$ cat config.mk
export PLATFORM = sky130hd
export DESIGN_NAME = spdf_serial_port
export DESIGN_NICKNAME = d
export VERILOG_FILES = /design/src/spdf_pkg.sv /design/src/spdf_serial_port.sv /design/src/spdf_fifo.sv
export SDC_FILE = /design/constraint.sdc
export NUM_CORES = 1
export LEC_CHECK = 0
export ABC_AREA = 1
export BUFFER_PORTS_ARGS = -buffer_cell sky130_fd_sc_hd__buf_2
export CAP_MARGIN = 20
export CORE_ASPECT_RATIO = 1.2
export CORE_UTILIZATION = 34
export CTS_BUF_LIST = sky130_fd_sc_hd__clkbuf_4 sky130_fd_sc_hd__clkbuf_8 sky130_fd_sc_hd__clkbuf_16
export DETAILED_ROUTE_END_ITERATION = 10
export GPL_TIMING_DRIVEN = 0
export PLACE_DENSITY = 0.54
export SETUP_SLACK_MARGIN = 0.5
export SLEW_MARGIN = 20
export SYNTH_ARGS = -nofsm -noshare
export SYNTH_HDL_FRONTEND = slang
export SYNTH_SLANG_ARGS = --single-unit
$ cat constraint.sdc
create_clock -name clk_i -period 51.5 [get_ports clk_i]
set_input_delay 5.15 -clock clk_i [delete_from_list [all_inputs] [get_ports clk_i]]
set_output_delay 5.15 -clock clk_i [all_outputs]
set_load 0.05 [all_outputs]
$ cat src/spdf_pkg.sv
// Shared constants and types for the serial port with DTR/DSR hold-off
package spdf_pkg;

   // Clock and line figures
   localparam int CLK_HZ_DEF    = 20_000_000;
   localparam int RX_FIFO_DEPTH = 16;
   localparam int CHAR_W        = 8;
   localparam int STOP_BITS     = 2;
   localparam int SLOWEST_BAUD  = 300;
   localparam int FASTEST_BAUD  = 9600;
   localparam int MIN_BIT_CYC   = 4;

   // Rate selector codes
   localparam logic [2:0] BAUD_300  = 3'h0;
   localparam logic [2:0] BAUD_600  = 3'h1;
   localparam logic [2:0] BAUD_1200 = 3'h2;
   localparam logic [2:0] BAUD_2400 = 3'h3;
   localparam logic [2:0] BAUD_4800 = 3'h4;
   localparam logic [2:0] BAUD_9600 = 3'h5;

   // Parity selector codes; parity also fixes the data width
   localparam logic [1:0] PAR_NONE = 2'h0;
   localparam logic [1:0] PAR_EVEN = 2'h1;
   localparam logic [1:0] PAR_ODD  = 2'h2;

   // Special characters
   localparam logic [7:0] CHAR_NL    = 8'h0a;
   localparam logic [7:0] CHAR_CTRLC = 8'h03;

   // Register byte addresses
   localparam logic [7:0] ADDR_CFG    = 8'h00;
   localparam logic [7:0] ADDR_CTRL   = 8'h04;
   localparam logic [7:0] ADDR_STAT   = 8'h08;
   localparam logic [7:0] ADDR_RXDATA = 8'h0c;
   localparam logic [7:0] ADDR_TXDATA = 8'h10;

   // Field positions
   localparam int CFG_BAUD_LSB  = 0;
   localparam int CFG_PAR_LSB   = 4;
   localparam int CTRL_ARM      = 0;
   localparam int CTRL_RESP_END = 1;
   localparam int RXD_VALID     = 8;
   localparam int ST_RX_VALID   = 0;
   localparam int ST_TX_FULL    = 1;
   localparam int ST_TX_BUSY    = 2;
   localparam int ST_DTR        = 3;
   localparam int ST_TALK       = 4;
   localparam int ST_SUSP       = 5;
   localparam int ST_OVR        = 8;
   localparam int ST_FERR       = 9;
   localparam int ST_PERR       = 10;
   localparam int ST_ABORT      = 11;

   // Retained line settings
   typedef struct packed {
      logic [1:0] parity;
      logic [2:0] baud;
   } spdf_cfg_t;

   localparam spdf_cfg_t CFG_FACTORY = '{parity: PAR_NONE, baud: BAUD_9600};

   // Register port request
   typedef struct packed {
      logic [7:0]  addr;
      logic [31:0] wdata;
      logic        we;
      logic        re;
   } spdf_bus_t;

   // Frame sequencer states, one-hot, shared by both directions
   typedef enum logic [4:0] {
      FR_IDLE  = 5'h01,
      FR_START = 5'h02,
      FR_DATA  = 5'h04,
      FR_PAR   = 5'h08,
      FR_STOP  = 5'h10
   } spdf_fr_t;

endpackage

$ cat src/spdf_serial_port.sv
// Serial port with DTR hold-off and DSR output gating, device side
//
// Decided for this implementation: the register offsets and the plain strobed port.
`timescale 1ns/100ps
module spdf_serial_port
   import spdf_pkg::*;
#(
   parameter int CLK_HZ     = spdf_pkg::CLK_HZ_DEF,
   parameter int FIFO_DEPTH = spdf_pkg::RX_FIFO_DEPTH
) (
   input  wire logic                 clk_i,
   input  wire logic                 resetn_i,
   input  wire spdf_pkg::spdf_bus_t  bus_i,
   output logic [31:0]               rdata_o,
   input  wire spdf_pkg::spdf_cfg_t  nv_cfg_i,
   output spdf_pkg::spdf_cfg_t       nv_cfg_o,
   output logic                      nv_save_o,
   input  wire logic                 rxd_i,
   output logic                      txd_o,
   output logic                      dtr_o,
   input  wire logic                 dsr_i,
   output logic                      abort_o
);
   import spdf_pkg::*;

   localparam int CNT_W = $clog2(CLK_HZ / SLOWEST_BAUD + 1);

   // Fastest rate still needs a few cycles per bit for mid-bit sampling
   if (CLK_HZ / FASTEST_BAUD < MIN_BIT_CYC || FIFO_DEPTH < 2) begin : g_chk
      $error("spdf_serial_port: clock too slow for 9600 baud or FIFO too small");
   end

   typedef struct packed {
      spdf_cfg_t         cfg;
      logic              save;
      logic              armed;
      logic              talk;
      logic              resp_end;
      spdf_fr_t          tx_st;
      logic [CNT_W-1:0]  tx_cnt;
      logic [2:0]        tx_idx;
      logic [7:0]        tx_sh;
      logic              tx_par;
      logic [7:0]        tx_hold;
      logic              tx_hold_v;
      logic              txd;
      spdf_fr_t          rx_st;
      logic [CNT_W-1:0]  rx_cnt;
      logic [2:0]        rx_idx;
      logic [7:0]        rx_sh;
      logic              rx_par;
      logic              rx_ferr;
      logic              ovr;
      logic              ferr;
      logic              perr;
      logic              abort_seen;
      logic              abort;
      logic              dtr;
      logic [31:0]       rdata;
   } spdf_st_t;

   spdf_st_t          q;
   spdf_st_t          d;
   logic [CNT_W-1:0]  bitc;
   logic              seven;
   logic [2:0]        last_data;
   logic              suspended;
   logic              rx_push;
   logic              rx_ctrlc;
   logic              rx_pop;
   logic              fifo_in_ready;
   logic              fifo_out_valid;
   logic [7:0]        fifo_out_data;
   logic [31:0]       stat;

   // Bit period in clock cycles for each selectable rate
   function automatic logic [CNT_W-1:0] bit_cycles(input logic [2:0] sel);
      int rate;
      case (sel)
         BAUD_300:  rate = 300;
         BAUD_600:  rate = 600;
         BAUD_1200: rate = 1200;
         BAUD_2400: rate = 2400;
         BAUD_4800: rate = 4800;
         default:   rate = 9600;
      endcase
      return CNT_W'(CLK_HZ / rate);
   endfunction

   // Parity over the seven data bits only
   function automatic logic par_bit(input logic [7:0] c, input logic [1:0] p);
      return (p == PAR_ODD) ? ~^c[6:0] : ^c[6:0];
   endfunction

   assign bitc      = bit_cycles(q.cfg.baud);
   assign seven     = q.cfg.parity != PAR_NONE;
   assign last_data = seven ? 3'h6 : 3'h7;
   assign suspended = q.tx_hold_v && q.tx_st == FR_IDLE && !dsr_i;

   assign stat = {20'h0, q.abort_seen, q.perr, q.ferr, q.ovr, 2'h0, suspended, q.talk,
                  q.dtr, q.tx_st != FR_IDLE, q.tx_hold_v, fifo_out_valid};

   // Received characters wait here for software
   spdf_fifo #(
      .W     (CHAR_W),
      .DEPTH (FIFO_DEPTH)
   ) u_rx_fifo (
      .clk_i       (clk_i),
      .resetn_i    (resetn_i),
      .in_valid_i  (rx_push),
      .in_data_i   (q.rx_sh),
      .in_ready_o  (fifo_in_ready),
      .out_valid_o (fifo_out_valid),
      .out_data_o  (fifo_out_data),
      .out_ready_i (rx_pop)
   );

   // All next-state logic; bus clears come first so hardware sets win
   always_comb begin
      d          = q;
      d.save     = 1'b0;
      d.abort    = 1'b0;
      d.rdata    = 32'h0;
      rx_push    = 1'b0;
      rx_ctrlc   = 1'b0;
      rx_pop     = bus_i.re && bus_i.addr == ADDR_RXDATA && fifo_out_valid;

      // Register writes
      if (bus_i.we) begin
         case (bus_i.addr)
            ADDR_CFG: begin
               // Unknown rate or format codes are ignored, not stored
               if (bus_i.wdata[CFG_BAUD_LSB +: 3] <= BAUD_9600 &&
                   bus_i.wdata[CFG_PAR_LSB +: 2] <= PAR_ODD) begin
                  d.cfg.baud   = bus_i.wdata[CFG_BAUD_LSB +: 3];
                  d.cfg.parity = bus_i.wdata[CFG_PAR_LSB +: 2];
                  d.save       = 1'b1;
               end
            end
            ADDR_CTRL: begin
               d.armed    = q.armed | bus_i.wdata[CTRL_ARM];
               d.resp_end = q.resp_end | (q.talk & bus_i.wdata[CTRL_RESP_END]);
            end
            ADDR_STAT: begin
               d.ovr        = q.ovr & ~bus_i.wdata[ST_OVR];
               d.ferr       = q.ferr & ~bus_i.wdata[ST_FERR];
               d.perr       = q.perr & ~bus_i.wdata[ST_PERR];
               d.abort_seen = q.abort_seen & ~bus_i.wdata[ST_ABORT];
            end
            ADDR_TXDATA: begin
               // A write while the holding slot is full is dropped
               if (!q.tx_hold_v) begin
                  d.tx_hold   = bus_i.wdata[7:0];
                  d.tx_hold_v = 1'b1;
               end
            end
            default: begin
            end
         endcase
      end

      // Register reads, answered in the next cycle; unmapped reads return zero
      if (bus_i.re) begin
         case (bus_i.addr)
            ADDR_CFG:    d.rdata = {26'h0, q.cfg.parity, 1'b0, q.cfg.baud};
            ADDR_CTRL:   d.rdata = {30'h0, q.resp_end, q.armed};
            ADDR_STAT:   d.rdata = stat;
            ADDR_RXDATA: d.rdata = {23'h0, fifo_out_valid, fifo_out_data};
            default:     d.rdata = 32'h0;
         endcase
      end

      // Transmit sequencer; DSR gates only the start of a character
      if (q.tx_st != FR_IDLE) begin
         d.tx_cnt = (q.tx_cnt == '0) ? bitc - 1'b1 : q.tx_cnt - 1'b1;
      end
      case (q.tx_st)
         FR_IDLE: begin
            if (q.tx_hold_v && dsr_i) begin
               d.tx_st     = FR_START;
               d.tx_sh     = seven ? {1'b0, q.tx_hold[6:0]} : q.tx_hold;
               d.tx_par    = par_bit(q.tx_hold, q.cfg.parity);
               d.tx_hold_v = 1'b0;
               d.tx_cnt    = bitc - 1'b1;
            end
         end
         FR_START: begin
            if (q.tx_cnt == '0) begin
               d.tx_st  = FR_DATA;
               d.tx_idx = 3'h0;
            end
         end
         FR_DATA: begin
            if (q.tx_cnt == '0) begin
               d.tx_sh  = {1'b0, q.tx_sh[7:1]};
               d.tx_idx = q.tx_idx + 3'h1;
               if (q.tx_idx == last_data) begin
                  d.tx_st  = seven ? FR_PAR : FR_STOP;
                  d.tx_idx = 3'h0;
               end
            end
         end
         FR_PAR: begin
            if (q.tx_cnt == '0) begin
               d.tx_st  = FR_STOP;
               d.tx_idx = 3'h0;
            end
         end
         FR_STOP: begin
            if (q.tx_cnt == '0) begin
               d.tx_idx = q.tx_idx + 3'h1;
               if (q.tx_idx == 3'(STOP_BITS - 1)) begin
                  d.tx_st  = FR_IDLE;
                  d.tx_idx = 3'h0;
               end
            end
         end
         default: d.tx_st = FR_IDLE;
      endcase

      // Receive sequencer, sampling each bit in its middle
      if (q.rx_st != FR_IDLE) begin
         d.rx_cnt = (q.rx_cnt == '0) ? bitc - 1'b1 : q.rx_cnt - 1'b1;
      end
      case (q.rx_st)
         FR_IDLE: begin
            if (!rxd_i) begin
               d.rx_st   = FR_START;
               d.rx_cnt  = bitc >> 1;
               d.rx_ferr = 1'b0;
            end
         end
         FR_START: begin
            if (q.rx_cnt == '0) begin
               // A start bit gone high by mid-bit was a glitch
               d.rx_st  = rxd_i ? FR_IDLE : FR_DATA;
               d.rx_idx = 3'h0;
            end
         end
         FR_DATA: begin
            if (q.rx_cnt == '0) begin
               d.rx_sh  = {rxd_i, q.rx_sh[7:1]};
               d.rx_idx = q.rx_idx + 3'h1;
               if (q.rx_idx == last_data) begin
                  if (seven) begin
                     d.rx_sh = {1'b0, rxd_i, q.rx_sh[7:2]};
                  end
                  d.rx_st  = seven ? FR_PAR : FR_STOP;
                  d.rx_idx = 3'h0;
               end
            end
         end
         FR_PAR: begin
            if (q.rx_cnt == '0) begin
               d.rx_par = rxd_i;
               d.rx_st  = FR_STOP;
               d.rx_idx = 3'h0;
            end
         end
         FR_STOP: begin
            if (q.rx_cnt == '0) begin
               d.rx_ferr = q.rx_ferr | ~rxd_i;
               d.rx_idx  = q.rx_idx + 3'h1;
               if (q.rx_idx == 3'(STOP_BITS - 1)) begin
                  d.rx_st  = FR_IDLE;
                  d.rx_idx = 3'h0;
                  d.ferr   = d.ferr | d.rx_ferr;
                  if (seven && (par_bit(q.rx_sh, q.cfg.parity) != q.rx_par)) begin
                     d.perr = 1'b1;
                  end
                  if (q.rx_sh == CHAR_CTRLC) begin
                     rx_ctrlc = 1'b1;
                  end else begin
                     rx_push = 1'b1;
                     // Characters past a full buffer are lost and flagged
                     if (!fifo_in_ready) begin
                        d.ovr = 1'b1;
                     end
                     if (q.rx_sh == CHAR_NL && q.armed) begin
                        d.talk  = 1'b1;
                        d.armed = 1'b0;
                     end
                  end
               end
            end
         end
         default: d.rx_st = FR_IDLE;
      endcase

      // Talk phase ends once the marked response has fully left the line
      if (q.talk && q.resp_end && !q.tx_hold_v && q.tx_st == FR_IDLE) begin
         d.talk     = 1'b0;
         d.resp_end = 1'b0;
      end

      // Ctrl-C clears the query state and drops output not yet started;
      // a character already on the line finishes so the host sees no broken frame
      if (rx_ctrlc) begin
         d.tx_hold_v  = 1'b0;
         d.talk       = 1'b0;
         d.armed      = 1'b0;
         d.resp_end   = 1'b0;
         d.abort      = 1'b1;
         d.abort_seen = 1'b1;
      end

      // Hold-off: buffer full, response pending or output suspended
      d.dtr = fifo_in_ready && !q.talk && !suspended;

      // Line level follows the next sequencer state so it stays registered
      case (d.tx_st)
         FR_START: d.txd = 1'b0;
         FR_DATA:  d.txd = d.tx_sh[0];
         FR_PAR:   d.txd = d.tx_par;
         default:  d.txd = 1'b1;
      endcase
   end

   // Settings are reloaded from retained storage, never from a fixed default
   always_ff @(posedge clk_i) begin
      if (!resetn_i) begin
         q       <= '0;
         q.cfg   <= nv_cfg_i;
         q.tx_st <= FR_IDLE;
         q.rx_st <= FR_IDLE;
         q.txd   <= 1'b1;
      end else begin
         q <= d;
      end
   end

   assign rdata_o   = q.rdata;
   assign nv_cfg_o  = q.cfg;
   assign nv_save_o = q.save;
   assign txd_o     = q.txd;
   assign dtr_o     = q.dtr;
   assign abort_o   = q.abort;
endmodule

$ cat src/spdf_fifo.sv
// Receive FIFO with valid/ready on both sides
`timescale 1ns/100ps
module spdf_fifo #(
   parameter int W     = 8,
   parameter int DEPTH = 16
) (
   input  wire logic         clk_i,
   input  wire logic         resetn_i,
   input  wire logic         in_valid_i,
   input  wire logic [W-1:0] in_data_i,
   output logic              in_ready_o,
   output logic              out_valid_o,
   output logic [W-1:0]      out_data_o,
   input  wire logic         out_ready_i
);
   localparam int AW = $clog2(DEPTH);

   typedef struct packed {
      logic [AW:0] wr;
      logic [AW:0] rd;
   } spdf_fifo_st_t;

   spdf_fifo_st_t  q;
   spdf_fifo_st_t  d;
   logic [W-1:0]   mem [DEPTH];
   logic           do_wr;
   logic           do_rd;

   // Pointer math needs a power-of-two depth
   if (DEPTH < 2 || (1 << AW) != DEPTH) begin : g_chk
      $error("spdf_fifo: DEPTH must be a power of two, at least 2");
   end

   // Extra pointer bit tells full from empty
   assign in_ready_o  = (q.wr[AW] == q.rd[AW]) || (q.wr[AW-1:0] != q.rd[AW-1:0]);
   assign out_valid_o = q.wr != q.rd;
   assign out_data_o  = mem[q.rd[AW-1:0]];
   assign do_wr       = in_valid_i && in_ready_o;
   assign do_rd       = out_valid_o && out_ready_i;

   // Next pointers
   always_comb begin
      d = q;
      if (do_wr) begin
         d.wr = q.wr + 1'b1;
      end
      if (do_rd) begin
         d.rd = q.rd + 1'b1;
      end
   end

   always_ff @(posedge clk_i) begin
      if (!resetn_i) begin
         q <= '0;
      end else begin
         q <= d;
      end
   end

   // Storage is not reset; only words behind the pointers are ever read
   always_ff @(posedge clk_i) begin
      if (do_wr) begin
         mem[q.wr[AW-1:0]] <= in_data_i;
      end
   end
endmodule

==> metrics.yaml <==
status: "completed"
core_um2: 92700
fillers: 10200
rsz0062_at_grt: "no"
crit_fanout: 12
hp-class: "reg2reg"
ant_nets: 0
io_buffers: 51
vias: 33500
grt_pass1_vias: 31200
synth_area_leaders: "nand2_1 (15%), edfxtp_1 (12%), ha_1 (8.4%)"
cts_tree: "built"
worstMarginPinSlew_ps: 1220
ios: 92
final_cells: 6501
maxSlewHeadroom_pct: 18.6
fin_crit_sh_pct: 92.5
period_needed_ps: 47660
pre_cts_ws_ps: -2410
met1_usage_pct: 29.2
num_rows: 122
max_stage_delay_ps: 380
async_reset_ff_share_pct: 0
netlist.area_leader.share_pct: 15.0
syn_inst: 5066
synth_top_flop_cell: "edfxtp_1"
finalHoldViolCount: 0
num_antenna_cells: 0
grt_use_total_pct: 23.0
die_h_um: 338
crit_arrival_ps: 48130
post-dp-hpwl_um: 89600
setup_slack_ps: 3840
skew_ps: 10.8
avgSynthCellArea_um2: 6.31
synth.yosys.seq_area_share_pct: 19.7
drive_above_1_share_pct: 13.3
vias_per_cell: 5.15
gp_congestion: 0.967
path_clk_slew_ps: 70
hold_buffers: 0
die_x_um: 282
synth_cell_types: 79
cts-htree-levels: 1
busiest_layer: "met2"
use_met2_pct: 40.3
syn_to_final_growth_pct: 12.5
crit_top_cell: "nand2_1"
grt_first_pass_wirelength_um: 174000
grt_max_degree: 27
clk_path_buf_depth: 3
critical_path_class: "reg2reg"
cts_root_buffer: "clkbuf_16"
syn_area_um2: 32000
crit_family: "simple AND/OR/NAND/NOR gates"
cts_made_buffers: 27
yosysWarnings: 0
grtUsageMet3_pct: 1.54
antenna_found_initial: 2
setup_violations: 0
drc: 0
cp.required_ps: 51980
finalCoreUtilization_pct: 38.8
synth_top_cell_by_area: "nand2_1"
dpl-instance-area_um2: 34100
wire_per_inst_um: 17.3
insertion_delay_ps: 550
critical_path_buf_inv_count: 79
detail_route.first_pass.iterations: 7
end_kind: "flop"
synth_edf_count: 133
die-area_um2: 95200
dp_cells: 6391
fin_nets: 5506
drt_wl_total_um: 112000
cap_violations: 0
crit_path_start_kind: "flop"
gr-total-overflow: 0
cts_sinks: 248
final_area_um2: 36000
ys_seq_elements: 248
cp_slowest_cell: "ha_1"
start_util_pct: 34.5
drv_slew: 0
fmax_mhz: 21.0
drt_iter0_drc: 2072
-- what timing repair did --
item | in CTS | in global routing
resized for setup | 28 | 116
setup endpoints to repair | 24 | 24
cloned | 0 | 2
buffers inserted | 4 | 54
pin swaps | 0 | 27
-- layout make-up --
cell class	count	area (µm²)	area share, %
Multi-Input combinational cell	3950	22200	61.6
Sequential cell	248	6300	17.5
Inverter	733	2810	7.82
Tap cell	1240	1550	4.31
Buffer	159	1250	3.47
Timing Repair Buffer	120	892	2.48
Clock buffer	30	711	1.98
Clock inverter	20	278	0.772
Timing Repair inverter	1	8.76	0.0244
-- synth_stat cells, types with 51 or more instances --
cell type and instances:
xor2_1 121, xnor2_1 66, o21ai_0 308, nand2_2 95, nand2_1 1280, nor2_1 468
nand3_1 430, nand3_2 61, dfxtp_1 115, a21oi_1 268, nand4_1 128, inv_1 664
buf_4 70, inv_2 51, ha_1 215, nor3_1 52, edfxtp_1 133
-- through the flow --
| step | setup TNS, ps | hold WS (ps) |
|---|---|---|
| 4_1_cts | 0 | 425 |
| 2_1_floorplan | 0 | 408 |
| 3_5_place_dp | -33510 | 418 |
| 3_3_place_gp | -117570 | 420 |
| 5_1_grt | 0 | 437 |
| 6_report | 0 | 427 |
-- placed cells by master, fill, tap and decap left out, types with 115 or more instances in the layout --
cell / netlist / layout
a21oi_1: 268 / 254
buf_4: 70 / 125
dfxtp_1: 115 / 115
edfxtp_1: 133 / 133
ha_1: 215 / 213
inv_1: 664 / 658
nand2_1: 1280 / 1277
nand3_1: 430 / 429
nand4_1: 128 / 128
nor2_1: 468 / 454
o21ai_0: 308 / 284
xor2_1: 121 / 120
-- kinds of logic (layout without fill, tap and decap cells) --
kind of cell               Yosys count  after routing  synth area share, %
xor gates and xnor gates           187            187                 5.12
and+or+nand+nor                   2695           2695                 39.4
adders and majority gates          215            215                 8.42
other                                1             25               0.0117
muxes                               32             32                 1.00
buffers and inverters              892           1063                 12.3
AOI/OAI and AO/OA                  796            796                 14.0
DFF                                248            248                 19.7
-- per-layer routing --
layer  up-vias  routed length, µm
li1      17000                  -
met1     15500              49400
met2       767              54100
met3       188               4330
met4         4               4600
met5         -                 23
-- sequential cells by signal (all words and copies together) (netlist names), named ones only --
name / flops
txd_o: 1
abort_o: 1
u_rx_fifo.q: 10
dtr_o: 1
nv_save_o: 1
nv_cfg_o: 5
rdata_o: 12
q: 85
u_rx_fifo.mem: 128
-- final timing paths --
path	from	endpoint	slack [ps]	cells after the start
setup / recovery	nv_cfg_o[2]	q[67]	3840	329
hold / removal	q[35]	rdata_o[10]	430	2
hold reg to reg	q[35]	rdata_o[10]	430	2
setup reg to reg	nv_cfg_o[2]	q[67]	3840	329
-- worst register-to-register path, delay by kind of cell (launching register included) --
kind	cells	cell delay, ps
flops	1	360
xor+xnor	1	280
fa+ha+maj	25	7940
compound gates	66	10930
simple gates	158	17760
buf+inv	79	10280
Power is left out: the tool's default activity adds up to more than one toggle a clock period on the data nets, which glitch-free logic cannot reach.
